## config.mk

```make
export PLATFORM = sky130hd
export DESIGN_NAME = cbc_core
export DESIGN_NICKNAME = d
export VERILOG_FILES = /design/src/rtl/cbc_pkg.sv /design/src/rtl/cbc_core.sv /design/src/rtl/cbc_decode.sv /design/src/rtl/cbc_event_regs.sv
export SDC_FILE = /design/constraint.sdc
export NUM_CORES = 1
export LEC_CHECK = 0
export BUFFER_PORTS_ARGS = -buffer_cell sky130_fd_sc_hd__buf_2
export CAP_MARGIN = 25
export CORE_MARGIN = 1.5
export CORE_UTILIZATION = 40
export CTS_BUF_LIST = sky130_fd_sc_hd__clkbuf_4 sky130_fd_sc_hd__clkbuf_8
export CTS_CLUSTER_DIAMETER = 120
export DETAILED_ROUTE_END_ITERATION = 6
export GPL_TIMING_DRIVEN = 0
export PLACE_DENSITY = 0.63
export RECOVER_POWER = 100
export SLEW_MARGIN = 40
export SYNTH_ARGS = -nofsm -noshare
export SYNTH_HDL_FRONTEND = slang
export SYNTH_HIERARCHICAL = 1
export SYNTH_SLANG_ARGS = --single-unit
```

## constraint.sdc

```tcl
create_clock -name clk -period 3.8 [get_ports clk]
set_clock_uncertainty 0.15 [all_clocks]
set_input_delay 0 -clock clk [delete_from_list [all_inputs] [get_ports clk]]
set_output_delay 0 -clock clk [all_outputs]
set_load 0.02 [all_outputs]
```

## src/rtl/cbc_pkg.sv

```systemverilog
package cbc_pkg;
  localparam int XLEN = 32;
  localparam int ADDR_W = 8;

  // opcode fields
  localparam logic [7:0] OPC_BRANCH_IF_FLAG = 8'h89;
  localparam logic [7:0] OPC_DELAYED_BRANCH_IF_FLAG = 8'h8d;
  localparam logic [15:0] OPC_ZERO_ACCUMULATOR = 16'h0028;
  localparam logic [15:0] OPC_ZERO_FLAG = 16'h0008;
  localparam logic [15:0] FAR_CALL_MASK = 16'hf0ff;
  localparam logic [15:0] FAR_CALL_MATCH = 16'h0003;
  localparam int OPC_HI = 15;
  localparam int OPC_LO = 8;
  localparam int GPR_HI = 11;
  localparam int GPR_LO = 8;
  localparam int DISP_HI = 7;

  // address arithmetic
  localparam logic [XLEN-1:0] BRANCH_BASE_OFFSET = 32'h0000_0004;
  localparam logic [XLEN-1:0] SEQ_STEP = 32'h0000_0002;
  localparam logic [XLEN-1:0] PC_RESET = 32'h0000_0000;

  // cycle counts per instruction form
  localparam int BT_TAKEN_CYCLES = 3;
  localparam int DELAYED_TAKEN_CYCLES = 2;
  localparam int FAR_CALL_CYCLES = 2;
  localparam int STALL_W = 2;

  // register offsets
  localparam logic [ADDR_W-1:0] OFS_CTRL = 8'h00;
  localparam logic [ADDR_W-1:0] OFS_EVT_STATUS = 8'h04;
  localparam logic [ADDR_W-1:0] OFS_EVT_MASK = 8'h08;
  localparam logic [ADDR_W-1:0] OFS_PC = 8'h0c;
  localparam logic [ADDR_W-1:0] OFS_FLAG = 8'h10;
  localparam logic [ADDR_W-1:0] OFS_ACC_HIGH = 8'h14;
  localparam logic [ADDR_W-1:0] OFS_ACC_LOW = 8'h18;
  localparam logic [ADDR_W-1:0] OFS_RET_ADDR = 8'h1c;
  localparam logic [ADDR_W-1:0] OFS_SEQ_STATE = 8'h20;

  localparam int CTRL_RUN_BIT = 0;
  localparam int FLAG_BIT = 0;
  localparam int STATE_WINDOW_BIT = 0;
  localparam int STATE_SLOT_BIT = 1;

  // event bits
  localparam int EVT_W = 3;
  localparam int EVT_ILLEGAL_SLOT = 0;
  localparam int EVT_REDIRECT = 1;
  localparam int EVT_IRQ_HELD = 2;

  typedef enum {
    SEQ_EXEC,
    SEQ_STALL,
    SEQ_SLOT
  } cbc_seq_state_type;
endpackage
```

## src/rtl/cbc_core.sv

```systemverilog
// Function
// RULE1 - flag set: short branch jumps, else falls through
// RULE2 - target base is branch address plus four
// RULE3 - displacement sign-extended, doubled, -256..+254
// RULE4 - short branch: three cycles taken, one not
// RULE5 - delayed branch: slot first, then target
// RULE6 - delayed branch: two cycles taken, one not
// RULE7 - no interrupt or address error before slot
// RULE8 - branch in slot raises illegal-slot exception
// RULE9 - branch register updates precede slot updates
// RULE10 - target captured before slot modifies registers
// RULE11 - zero accumulator pair, one cycle, flag kept
// RULE12 - zero flag op clears flag, one cycle
// RULE13 - far call saves return, jumps base+register
// RULE14 - untaken delayed branch: next instruction ordinary
// RULE15 - ordinary instructions advance pc by two
module cbc_core #(
  parameter int XLEN = cbc_pkg::XLEN,
  parameter int ADDR_W = cbc_pkg::ADDR_W
) (
  input logic clk,
  input logic resetn,
  // apb slave
  input logic psel,
  input logic penable,
  input logic pwrite,
  input logic [ADDR_W-1:0] paddr,
  input logic [XLEN-1:0] pwdata,
  output logic [XLEN-1:0] prdata,
  output logic pready,
  output logic pslverr,
  // instruction fetch
  output logic [XLEN-1:0] fetch_pc,
  input logic instr_valid,
  input logic [15:0] instr_data,
  output logic instr_ready,
  // general register read port
  output logic [3:0] source_gpr,
  input logic [XLEN-1:0] gpr_value,
  // exception sources from same-clock logic
  input logic irq_req,
  output logic irq_accept,
  input logic addr_err,
  output logic addr_err_accept,
  output logic illegal_slot_exc,
  // architectural state
  output logic cond_flag,
  output logic [XLEN-1:0] accum_high,
  output logic [XLEN-1:0] accum_low,
  output logic [XLEN-1:0] return_addr_reg,
  output logic irq
);
  cbc_pkg::cbc_seq_state_type state_reg;
  logic [XLEN-1:0] pc_reg;
  logic [XLEN-1:0] target_reg;
  logic [cbc_pkg::STALL_W-1:0] stall_reg;
  logic slot_pending_reg;
  logic run_reg;
  logic flag_reg;
  logic [XLEN-1:0] acc_high_reg;
  logic [XLEN-1:0] acc_low_reg;
  logic [XLEN-1:0] ret_reg;
  logic illegal_reg;
  logic [XLEN-1:0] prdata_reg;
  logic pready_reg;
  logic pslverr_reg;

  logic is_bt;
  logic is_bts;
  logic is_far;
  logic is_zacc;
  logic is_zflag;
  logic is_branch;
  logic [XLEN-1:0] seq_pc;
  logic [XLEN-1:0] base_pc;
  logic [XLEN-1:0] disp_target;
  logic [XLEN-1:0] far_target;

  logic fire;
  logic in_exec;
  logic in_slot;
  logic stall_done;
  logic slot_window;
  logic apb_access;
  logic apb_write;
  logic addr_hit;
  logic [XLEN-1:0] read_mux;
  logic [cbc_pkg::EVT_W-1:0] evt_set;
  logic [cbc_pkg::EVT_W-1:0] evt_status;
  logic [cbc_pkg::EVT_W-1:0] evt_mask;

  cbc_decode u_decode (
    .instr(instr_data),
    .pc(pc_reg),
    .gpr_value(gpr_value),
    .is_bt(is_bt),
    .is_bts(is_bts),
    .is_far(is_far),
    .is_zacc(is_zacc),
    .is_zflag(is_zflag),
    .is_branch(is_branch),
    .seq_pc(seq_pc),
    .base_pc(base_pc),
    .disp_target(disp_target),
    .far_target(far_target)
  );

  // sequencing status
  assign in_exec = state_reg == cbc_pkg::SEQ_EXEC;
  assign in_slot = state_reg == cbc_pkg::SEQ_SLOT;
  assign stall_done = (state_reg == cbc_pkg::SEQ_STALL) &&
                      (stall_reg == cbc_pkg::STALL_W'(1));
  // from a taken delayed branch until its slot retires
  assign slot_window = in_slot || ((state_reg == cbc_pkg::SEQ_STALL) && slot_pending_reg);
  assign instr_ready = run_reg && (in_exec || in_slot);
  assign fire = instr_valid && instr_ready;
  assign fetch_pc = pc_reg;
  assign source_gpr = instr_data[cbc_pkg::GPR_HI:cbc_pkg::GPR_LO];

  assign irq_accept = irq_req && in_exec; // [RULE7]
  assign addr_err_accept = addr_err && !slot_window; // [RULE7]

  // apb decode, one wait state
  assign apb_access = psel && penable;
  assign apb_write = apb_access && pwrite && pready_reg;

  // instruction sequencer
  always_ff @(posedge clk or negedge resetn) begin
    if (!resetn) begin
      state_reg <= cbc_pkg::SEQ_EXEC;
      pc_reg <= cbc_pkg::PC_RESET;
      target_reg <= '0;
      stall_reg <= '0;
      slot_pending_reg <= 1'b0;
    end else begin
      case (state_reg)
        cbc_pkg::SEQ_EXEC: begin
          if (apb_write && paddr == cbc_pkg::OFS_PC && !run_reg) begin
            pc_reg <= pwdata;
          end else if (fire) begin
            if (is_bt && flag_reg) begin
              target_reg <= disp_target; // [RULE1] [RULE2] [RULE3]
              stall_reg <= cbc_pkg::STALL_W'(cbc_pkg::BT_TAKEN_CYCLES - 1); // [RULE4]
              slot_pending_reg <= 1'b0;
              state_reg <= cbc_pkg::SEQ_STALL;
            end else if (is_bts && flag_reg) begin
              // target latched now, slot cannot disturb it
              target_reg <= disp_target; // [RULE10]
              pc_reg <= seq_pc; // [RULE5]
              stall_reg <= cbc_pkg::STALL_W'(cbc_pkg::DELAYED_TAKEN_CYCLES - 1); // [RULE6]
              slot_pending_reg <= 1'b1;
              state_reg <= cbc_pkg::SEQ_STALL;
            end else if (is_far) begin
              target_reg <= far_target; // [RULE13] [RULE10]
              pc_reg <= seq_pc;
              stall_reg <= cbc_pkg::STALL_W'(cbc_pkg::FAR_CALL_CYCLES - 1);
              slot_pending_reg <= 1'b1;
              state_reg <= cbc_pkg::SEQ_STALL;
            end else begin
              // not-taken branches fall through in one cycle
              pc_reg <= seq_pc; // [RULE1] [RULE4] [RULE6] [RULE14] [RULE15]
            end
          end
        end
        cbc_pkg::SEQ_STALL: begin
          if (stall_done) begin
            if (slot_pending_reg) begin
              state_reg <= cbc_pkg::SEQ_SLOT; // [RULE5]
            end else begin
              pc_reg <= target_reg; // [RULE1]
              state_reg <= cbc_pkg::SEQ_EXEC;
            end
          end else begin
            stall_reg <= stall_reg - cbc_pkg::STALL_W'(1);
          end
        end
        cbc_pkg::SEQ_SLOT: begin
          if (fire) begin
            slot_pending_reg <= 1'b0;
            state_reg <= cbc_pkg::SEQ_EXEC;
            if (!is_branch) begin
              // transfer only after the slot instruction retires
              pc_reg <= target_reg; // [RULE5] [RULE9]
            end
          end
        end
        default: begin
          state_reg <= cbc_pkg::SEQ_EXEC;
        end
      endcase
    end
  end

  // illegal slot exception pulse
  always_ff @(posedge clk or negedge resetn) begin
    if (!resetn) begin
      illegal_reg <= 1'b0;
    end else begin
      illegal_reg <= fire && in_slot && is_branch; // [RULE8]
    end
  end

  // condition flag
  always_ff @(posedge clk or negedge resetn) begin
    if (!resetn) begin
      flag_reg <= 1'b0;
    end else if (fire && is_zflag) begin
      flag_reg <= 1'b0; // [RULE12]
    end else if (apb_write && paddr == cbc_pkg::OFS_FLAG) begin
      flag_reg <= pwdata[cbc_pkg::FLAG_BIT];
    end
  end

  // accumulator pair, flag untouched
  always_ff @(posedge clk or negedge resetn) begin
    if (!resetn) begin
      acc_high_reg <= '0;
      acc_low_reg <= '0;
    end else if (fire && is_zacc) begin
      acc_high_reg <= '0; // [RULE11]
      acc_low_reg <= '0; // [RULE11]
    end
  end

  // return address written in the branch cycle, ahead of the slot
  always_ff @(posedge clk or negedge resetn) begin
    if (!resetn) begin
      ret_reg <= '0;
    end else if (fire && in_exec && is_far) begin
      ret_reg <= base_pc; // [RULE13] [RULE9]
    end
  end

  // run control
  always_ff @(posedge clk or negedge resetn) begin
    if (!resetn) begin
      run_reg <= 1'b0;
    end else if (apb_write && paddr == cbc_pkg::OFS_CTRL) begin
      run_reg <= pwdata[cbc_pkg::CTRL_RUN_BIT];
    end
  end

  // events
  always_comb begin
    evt_set = '0;
    evt_set[cbc_pkg::EVT_ILLEGAL_SLOT] = fire && in_slot && is_branch;
    evt_set[cbc_pkg::EVT_REDIRECT] = (stall_done && !slot_pending_reg) ||
                                     (fire && in_slot && !is_branch);
    evt_set[cbc_pkg::EVT_IRQ_HELD] = irq_req && slot_window; // [RULE7]
  end

  cbc_event_regs #(
    .W(cbc_pkg::EVT_W)
  ) u_events (
    .clk(clk),
    .resetn(resetn),
    .event_set(evt_set),
    .clear_wr(apb_write && paddr == cbc_pkg::OFS_EVT_STATUS),
    .clear_bits(pwdata[cbc_pkg::EVT_W-1:0]),
    .mask_wr(apb_write && paddr == cbc_pkg::OFS_EVT_MASK),
    .mask_bits(pwdata[cbc_pkg::EVT_W-1:0]),
    .status(evt_status),
    .mask(evt_mask),
    .irq(irq)
  );

  // register read mux
  always_comb begin
    read_mux = '0;
    addr_hit = 1'b1;
    case (paddr)
      cbc_pkg::OFS_CTRL: read_mux[cbc_pkg::CTRL_RUN_BIT] = run_reg;
      cbc_pkg::OFS_EVT_STATUS: read_mux[cbc_pkg::EVT_W-1:0] = evt_status;
      cbc_pkg::OFS_EVT_MASK: read_mux[cbc_pkg::EVT_W-1:0] = evt_mask;
      cbc_pkg::OFS_PC: read_mux = pc_reg;
      cbc_pkg::OFS_FLAG: read_mux[cbc_pkg::FLAG_BIT] = flag_reg;
      cbc_pkg::OFS_ACC_HIGH: read_mux = acc_high_reg;
      cbc_pkg::OFS_ACC_LOW: read_mux = acc_low_reg;
      cbc_pkg::OFS_RET_ADDR: read_mux = ret_reg;
      cbc_pkg::OFS_SEQ_STATE: begin
        read_mux[cbc_pkg::STATE_WINDOW_BIT] = slot_window;
        read_mux[cbc_pkg::STATE_SLOT_BIT] = in_slot;
      end
      default: addr_hit = 1'b0;
    endcase
  end

  // apb answer registers
  always_ff @(posedge clk or negedge resetn) begin
    if (!resetn) begin
      pready_reg <= 1'b0;
      pslverr_reg <= 1'b0;
      prdata_reg <= '0;
    end else begin
      pready_reg <= apb_access && !pready_reg;
      if (apb_access && !pready_reg) begin
        pslverr_reg <= !addr_hit;
        prdata_reg <= pwrite ? '0 : read_mux;
      end else begin
        pslverr_reg <= 1'b0;
      end
    end
  end

  assign pready = pready_reg;
  assign pslverr = pslverr_reg;
  assign prdata = prdata_reg;
  assign illegal_slot_exc = illegal_reg;
  assign cond_flag = flag_reg;
  assign accum_high = acc_high_reg;
  assign accum_low = acc_low_reg;
  assign return_addr_reg = ret_reg;
endmodule

```

## src/rtl/cbc_decode.sv

```systemverilog
// instruction classification and target arithmetic
module cbc_decode (
  input logic [15:0] instr,
  input logic [cbc_pkg::XLEN-1:0] pc,
  input logic [cbc_pkg::XLEN-1:0] gpr_value,
  output logic is_bt,
  output logic is_bts,
  output logic is_far,
  output logic is_zacc,
  output logic is_zflag,
  output logic is_branch,
  output logic [cbc_pkg::XLEN-1:0] seq_pc,
  output logic [cbc_pkg::XLEN-1:0] base_pc,
  output logic [cbc_pkg::XLEN-1:0] disp_target,
  output logic [cbc_pkg::XLEN-1:0] far_target
);
  logic [cbc_pkg::XLEN-1:0] disp_ext;

  assign is_bt = instr[cbc_pkg::OPC_HI:cbc_pkg::OPC_LO] == cbc_pkg::OPC_BRANCH_IF_FLAG;
  assign is_bts = instr[cbc_pkg::OPC_HI:cbc_pkg::OPC_LO] == cbc_pkg::OPC_DELAYED_BRANCH_IF_FLAG;
  assign is_far = (instr & cbc_pkg::FAR_CALL_MASK) == cbc_pkg::FAR_CALL_MATCH;
  assign is_zacc = instr == cbc_pkg::OPC_ZERO_ACCUMULATOR;
  assign is_zflag = instr == cbc_pkg::OPC_ZERO_FLAG;
  assign is_branch = is_bt | is_bts | is_far;

  assign seq_pc = pc + cbc_pkg::SEQ_STEP; // [RULE15]
  assign base_pc = pc + cbc_pkg::BRANCH_BASE_OFFSET; // [RULE2]
  // sign-extended 8-bit displacement, doubled
  assign disp_ext = {{(cbc_pkg::XLEN-9){instr[cbc_pkg::DISP_HI]}},
                     instr[cbc_pkg::DISP_HI:0], 1'b0}; // [RULE3]
  assign disp_target = base_pc + disp_ext; // [RULE3]
  assign far_target = base_pc + gpr_value; // [RULE13]
endmodule

```

## src/rtl/cbc_event_regs.sv

```systemverilog
// sticky event flags, write-one-to-clear, masked onto one level interrupt
module cbc_event_regs #(
  parameter int W = cbc_pkg::EVT_W
) (
  input logic clk,
  input logic resetn,
  input logic [W-1:0] event_set,
  input logic clear_wr,
  input logic [W-1:0] clear_bits,
  input logic mask_wr,
  input logic [W-1:0] mask_bits,
  output logic [W-1:0] status,
  output logic [W-1:0] mask,
  output logic irq
);
  logic [W-1:0] status_reg;
  logic [W-1:0] mask_reg;

  genvar i;
  generate
    for (i = 0; i < W; i++) begin : g_evt
      // a set in the clearing cycle wins
      always_ff @(posedge clk or negedge resetn) begin
        if (!resetn) begin
          status_reg[i] <= 1'b0;
        end else if (event_set[i]) begin
          status_reg[i] <= 1'b1;
        end else if (clear_wr && clear_bits[i]) begin
          status_reg[i] <= 1'b0;
        end
      end
    end
  endgenerate

  always_ff @(posedge clk or negedge resetn) begin
    if (!resetn) begin
      mask_reg <= '0;
    end else if (mask_wr) begin
      mask_reg <= mask_bits;
    end
  end

  assign status = status_reg;
  assign mask = mask_reg;
  assign irq = |(status_reg & mask_reg);
endmodule

```

### After elaboration in Yosys (flattened, before gate mapping)

Index checks and enable logic that the tools add are counted.

* flip-flop bits (word level): 174
* input port bits: 96
* output and inout port bits: 172
* word-level logic and storage cells: 157

* $add $sub $neg: 5
* eq/ne operators: 27
* muxes and demuxes: 49
* bitwise logic cells: 4
* reduce and logical (&&, ||, !) cells: 56

Operators by type and width (count)
* $mux W32: 18
* $pmux W32 S3: 2
* $add A32 B32 Y32: 2
* $eq A32 B2 Y1 const B: 2
* $logic_not A32 Y1: 2
* $pmux W29 S2: 1
* $add A32 B2 Y32 const B: 1
* $add A32 B3 Y32 const B: 1
* $eq A32 B1 Y1 const B: 1
* $eq A32 B3 Y1 const B: 1
* $eq A8 B5 Y1 const B: 4
* $logic_and A1 B1 Y1: 29
* $eq A16 B4 Y1 const B: 1
* $eq A8 B4 Y1 const B: 2
* $eq A8 B8 Y1 const B: 2
* $mux W1: 16
* $reduce_and A5 Y1: 3
* $mux W2: 7
* $ne A2 B2 Y1 const B: 7
* $eq A12 B2 Y1 const B: 1
* $reduce_bool A2 Y1: 6
* $reduce_or A9 Y1: 1
* $eq A8 B3 Y1 const B: 1
* $eq A8 B6 Y1 const B: 1
* other kinds (19): 29

### Depth between registers and ports, before layout

* depth in word-level cells: 8
* gate-level depth with buffers: 19

### Cells and area by module

The synthesis kept the hierarchy.

Modules (own cells, without submodules)
* cbc_core: instances 1, cells each 758, area an instance 7529.7 um^2, sequential area each 3453.3 um^2
* cbc_decode: instances 1, cells each 628, area an instance 4311.6 um^2, sequential area each 0.0 um^2
* cbc_event_regs: instances 1, cells each 17, area an instance 232.7 um^2, sequential area each 150.1 um^2

### Worst setup path before layout

Ideal clock, no wire load.

* kind: flip-flop to flip-flop
* start point: register pc_reg[3] (netlist: fetch_pc[3])
* end point: register target_reg[29]
* setup time: 0.083 ns
* arrival time: 4.073 ns
* required time: 3.567 ns
* slack: -0.505 ns
* stages on the path, launching flop included: 19
* path buffers: 1
* cell sequence: dfrtp_1 ha_1 nand3_1 nor3_1 nand3_1 nor2_1 and2_1 xor2_1 ha_1 clkbuf_1 nand4_1 or4_1 o21ai_0 nor2_1 o21a_1 o31ai_1 xor2_1 mux2i_1 o21ai_0

* word-level cells in the longest chain between the ends: 5

Ends and longest elaborated chain
* start, declared: line cbc_core.sv:54 `logic [XLEN-1:0] pc_reg;`
* start signal, assigned: line cbc_core.sv:131 `pc_reg <= cbc_pkg::PC_RESET;`
* start signal, assigned: line cbc_core.sv:139 `pc_reg <= pwdata;`
* start signal, assigned: line cbc_core.sv:149 `pc_reg <= seq_pc;`
* $add A32 B3 Y32: line cbc_decode.sv:27 `assign base_pc = pc + cbc_pkg::BRANCH_BASE_OFFSET;`
* named net base_pc[22]: line cbc_core.sv:75 `logic [XLEN-1:0] base_pc;`
* $add A32 B32 Y32: line cbc_decode.sv:32 `assign far_target = base_pc + gpr_value;`
* named net far_target[29]: line cbc_core.sv:77 `logic [XLEN-1:0] far_target;`
* $mux W32: line cbc_core.sv:153 `end else if (is_far) begin`
* $mux W32: line cbc_core.sv:146 `end else if (is_bts && flag_reg) begin`
* $mux W32: line cbc_core.sv:141 `if (is_bt && flag_reg) begin`
* end signal, assigned: line cbc_core.sv:142 `target_reg <= disp_target;`
* end signal, assigned: line cbc_core.sv:148 `target_reg <= disp_target;`
* end signal, assigned: line cbc_core.sv:154 `target_reg <= far_target;`
* end, declared: line cbc_core.sv:55 `logic [XLEN-1:0] target_reg;`

The timed path passes the listed nets, and every way through them passes these cells. The select of a mux whose other input is x is not followed.
A chain may end at the register's enable or synchronous reset.

### Worst setup path after layout

* start point: register pc_reg[2] (netlist: fetch_pc[2])
* end point: register target_reg[29]

Same word-level chain as after synthesis.

==> metrics.md <==
| Metric | Value |
|---|---|
| Status | finished with violations |
| Failing checks | max-capacitance violations, max-slew violations, negative setup slack |
| Final #Nets | 2,009 |
| Reg2Reg Depth | 18 |
| Final worst slack | -0.2414 ns |
| Die width | 176.7 um |
| HP Start | gpr_value[18] |
| Crit path arrival time | 4.23 ns |
| Minimum clock period | 4.041 ns |
| DRT antenna net count | 0 |
| PortBufs | 203 |
| Clock insertion delay at the later pin of the skew report | 0.47 ns |
| Maxcap violations | 2 |
| Synth Instances | 1,401 |
| Critical path fanouts, max | 5 |
| Worst Path Required | 3.98 ns |
| CTS max path bufs | 2 |
| Global route total overflow | 0 |
| Yosys Warn Count | 6 |
| Total Wirelength | 42,120 um |
| Dpl hpwl | 31,630 um |
| Area grow syn2layout | 37.71% |
| Pleak | 7.533 nW |
| Share of cells above drive strength 1 | 28.93% |
| Hold WS | 0.004096 ns |
| WHS Path Cells | 5 |
| Starting Density | 40.71% |
| Power density cells | 618.3 mW/mm2 |
| Crit-path cells | ha_4 -> nand3_4 -> nor3_4 -> nand3_4 -> nor2_4 -> and2_4 -> xor2_4 -> ha_4 -> clkbuf_8 -> nand4_1 -> or4_4 -> o21ai_4 -> nor2_2 -> o21a_1 -> o31ai_2 -> xor2_1 -> mux2i_1 -> o21ai_1 |
| GRT Overall Usage | 26.28% |
| Placement Rows | 63 |
| Max-slew violation count | 90 |
| Fillers | 2,730 |
| Hold Crit Class | in -> reg |
| Worst r2r dst | target_reg[29]$_DFFE_PN0P_ |
| Worst hold path endpoint | target_reg[18]$_DFFE_PN0P_ |
| Die H | 176.7 um |
| Vias in the first global route | 11.72k |
| Setup violations, final | 8 |
| Clk slew on worst S/H paths | 0.08 ns |
| Clock buffer count from CTS | 17 |
| Largest net degree at the start of global routing | 62 |
| Slew @ Worst Pin | 1.609 ns |
| Via Count | 12.25k |
| Synthesized cell area | 0.01207 mm2 |
| Diode count | 0 |
| DR iter-0 viols | 1,019 |
| WP buf/inv | 1 |
| CP Class | reg -> reg |
| Final hold viol count | 0 |
| First-pass GRT wire length | 63,140 um |
| Clock sink count | 144 |
| Io pins | 268 |
| TritonCTS clock tree | yes |
| Peak supply drop | 0.3593 mV |
| WL/cell | 18.81 um |
| Startpoint types | register |
| Pre-Repair DR Iteration Count | 5 |
| FF-to-FF setup slack | -0.24 ns |
| Final Wtd Congestion | 0.9170 |
| Place WS | -1.089 ns |
| Via/cell ratio | 5.473 |
| Core ar. | 0.02964 mm2 |
| DRC | 0 |
| Root buf cell | clkbuf_8 |
| Die area | 0.03122 mm2 |
| Max-slew headroom | -7.289% |
| Avg Cell Area, Syn | 8.613 um2 |
| Slowest CP cell | or4_4 |
| Reg2reg start | fetch_pc[2]$_DFFE_PN0P_ |
| Slowest Stage Delay on Critical Path | 0.54 ns |
| Delay-heaviest family, CP | simple AND/OR/NAND/NOR gates |
| RSZ-0062 raised after global routing | yes |
| Initial antenna violation count | 0 |
| H-tree depth | 4 |
| Fmax | 247.4 MHz |
| Endpoint class of the critical path | register |
| Final Cycle Share | 106.4% |
==> report_power, final <==
part           leakage (nW)  internal [mW]  switching (mW)
Clock                 0.215          0.740           0.616
Sequential             1.93           1.71           0.340
Combinational          5.38           2.96            3.90
==> metal layers <==
layer	GRT usage [%]	vias to the layer above	wire length, um
met5	0	-	0
met4	11.58	0	1538
met3	3.651	101	2929
met2	43.38	555	19620
met1	34.24	5815	18030
li1	-	5782	-
==> layout by cell type (no fill, tap or decap), drive strengths merged, types with 8 or more instances in the layout <==
cell type    instances
nor2b               39
conb                64
xor2                35
inv                 25
a22oi               33
xnor2               80
o41ai               34
a21oi               66
o211ai               8
a211oi              10
dlygate4sd3         72
and3                10
a31oi                8
nor3                87
nor2                61
ha                  75
buf                298
a21o                30
o21ai              102
o21bai              10
nand2              173
dfrtp              144
and2                 8
nand2b              10
nor4                 8
mux2                38
mux2i               37
nand3               31
nand4               23
clkbuf             155
==> stage by stage <==
step	utilization [%]	std cells	setup TNS, ns	cell area (um2)	total power [mW]
finish	56.07	2239	-1.215	16620	10.27
global route	56.07	2239	-2.899	16620	10.89
CTS	54.48	2203	-1.156	16150	9.675
detailed placement	47.01	2059	-11.03	13930	7.570
global placement	46.77	2057	-10.85	13860	7.491
floorplan	-	1464	0	12360	6.038
==> area by class of cell <==
class,instances,area [um2],area share (%)
buffer,138,828.3,4.985
clock buffer,19,255.2,1.536
clock inverter,13,187.7,1.129
inverter,26,101.3,0.6099
multi-input combinational,1141,8730,52.53
sequential,144,3625,21.81
tap,390,488.0,2.937
timing repair buffer,368,2402,14.46
==> worst register-to-register path, delay by kind of cell, from the launching register on <==
family	cells	cell delay [ns]
AOI/OAI and AO/OA	4	0.76
buffers and inverters	1	0.12
xor gates and xnor gates	2	0.37
DFF	1	0.41
muxes	1	0.21
and+or+nand+nor	8	1.49
adders and majority gates	2	0.37
==> worst max-delay path by stage <==
stage	startpoint	to	cells after the start
6_report	fetch_pc[2]$_DFFE_PN0P_	target_reg[29]$_DFFE_PN0P_	18
5_1_grt	fetch_pc[2]$_DFFE_PN0P_	target_reg[29]$_DFFE_PN0P_	17
4_1_cts	fetch_pc[2]$_DFFE_PN0P_	target_reg[29]$_DFFE_PN0P_	18
3_5_place_dp	fetch_pc[2]$_DFFE_PN0P_	target_reg[29]$_DFFE_PN0P_	17
3_3_place_gp	fetch_pc[2]$_DFFE_PN0P_	target_reg[31]$_DFFE_PN0P_	17
2_1_floorplan	fetch_pc[2]$_DFFE_PN0P_	target_reg[29]$_DFFE_PN0P_	18
==> what timing repair did <==
action	4_1_cts	5_1_grt
pin swaps	35	39
gates cloned	0	0
endpoints found under the setup margin	18	16
buffers inserted	52	40
resized for setup	118	70
hold buffers	73	0
hold endpoints to repair	210	0
Power figures use the tool's default switching activity.
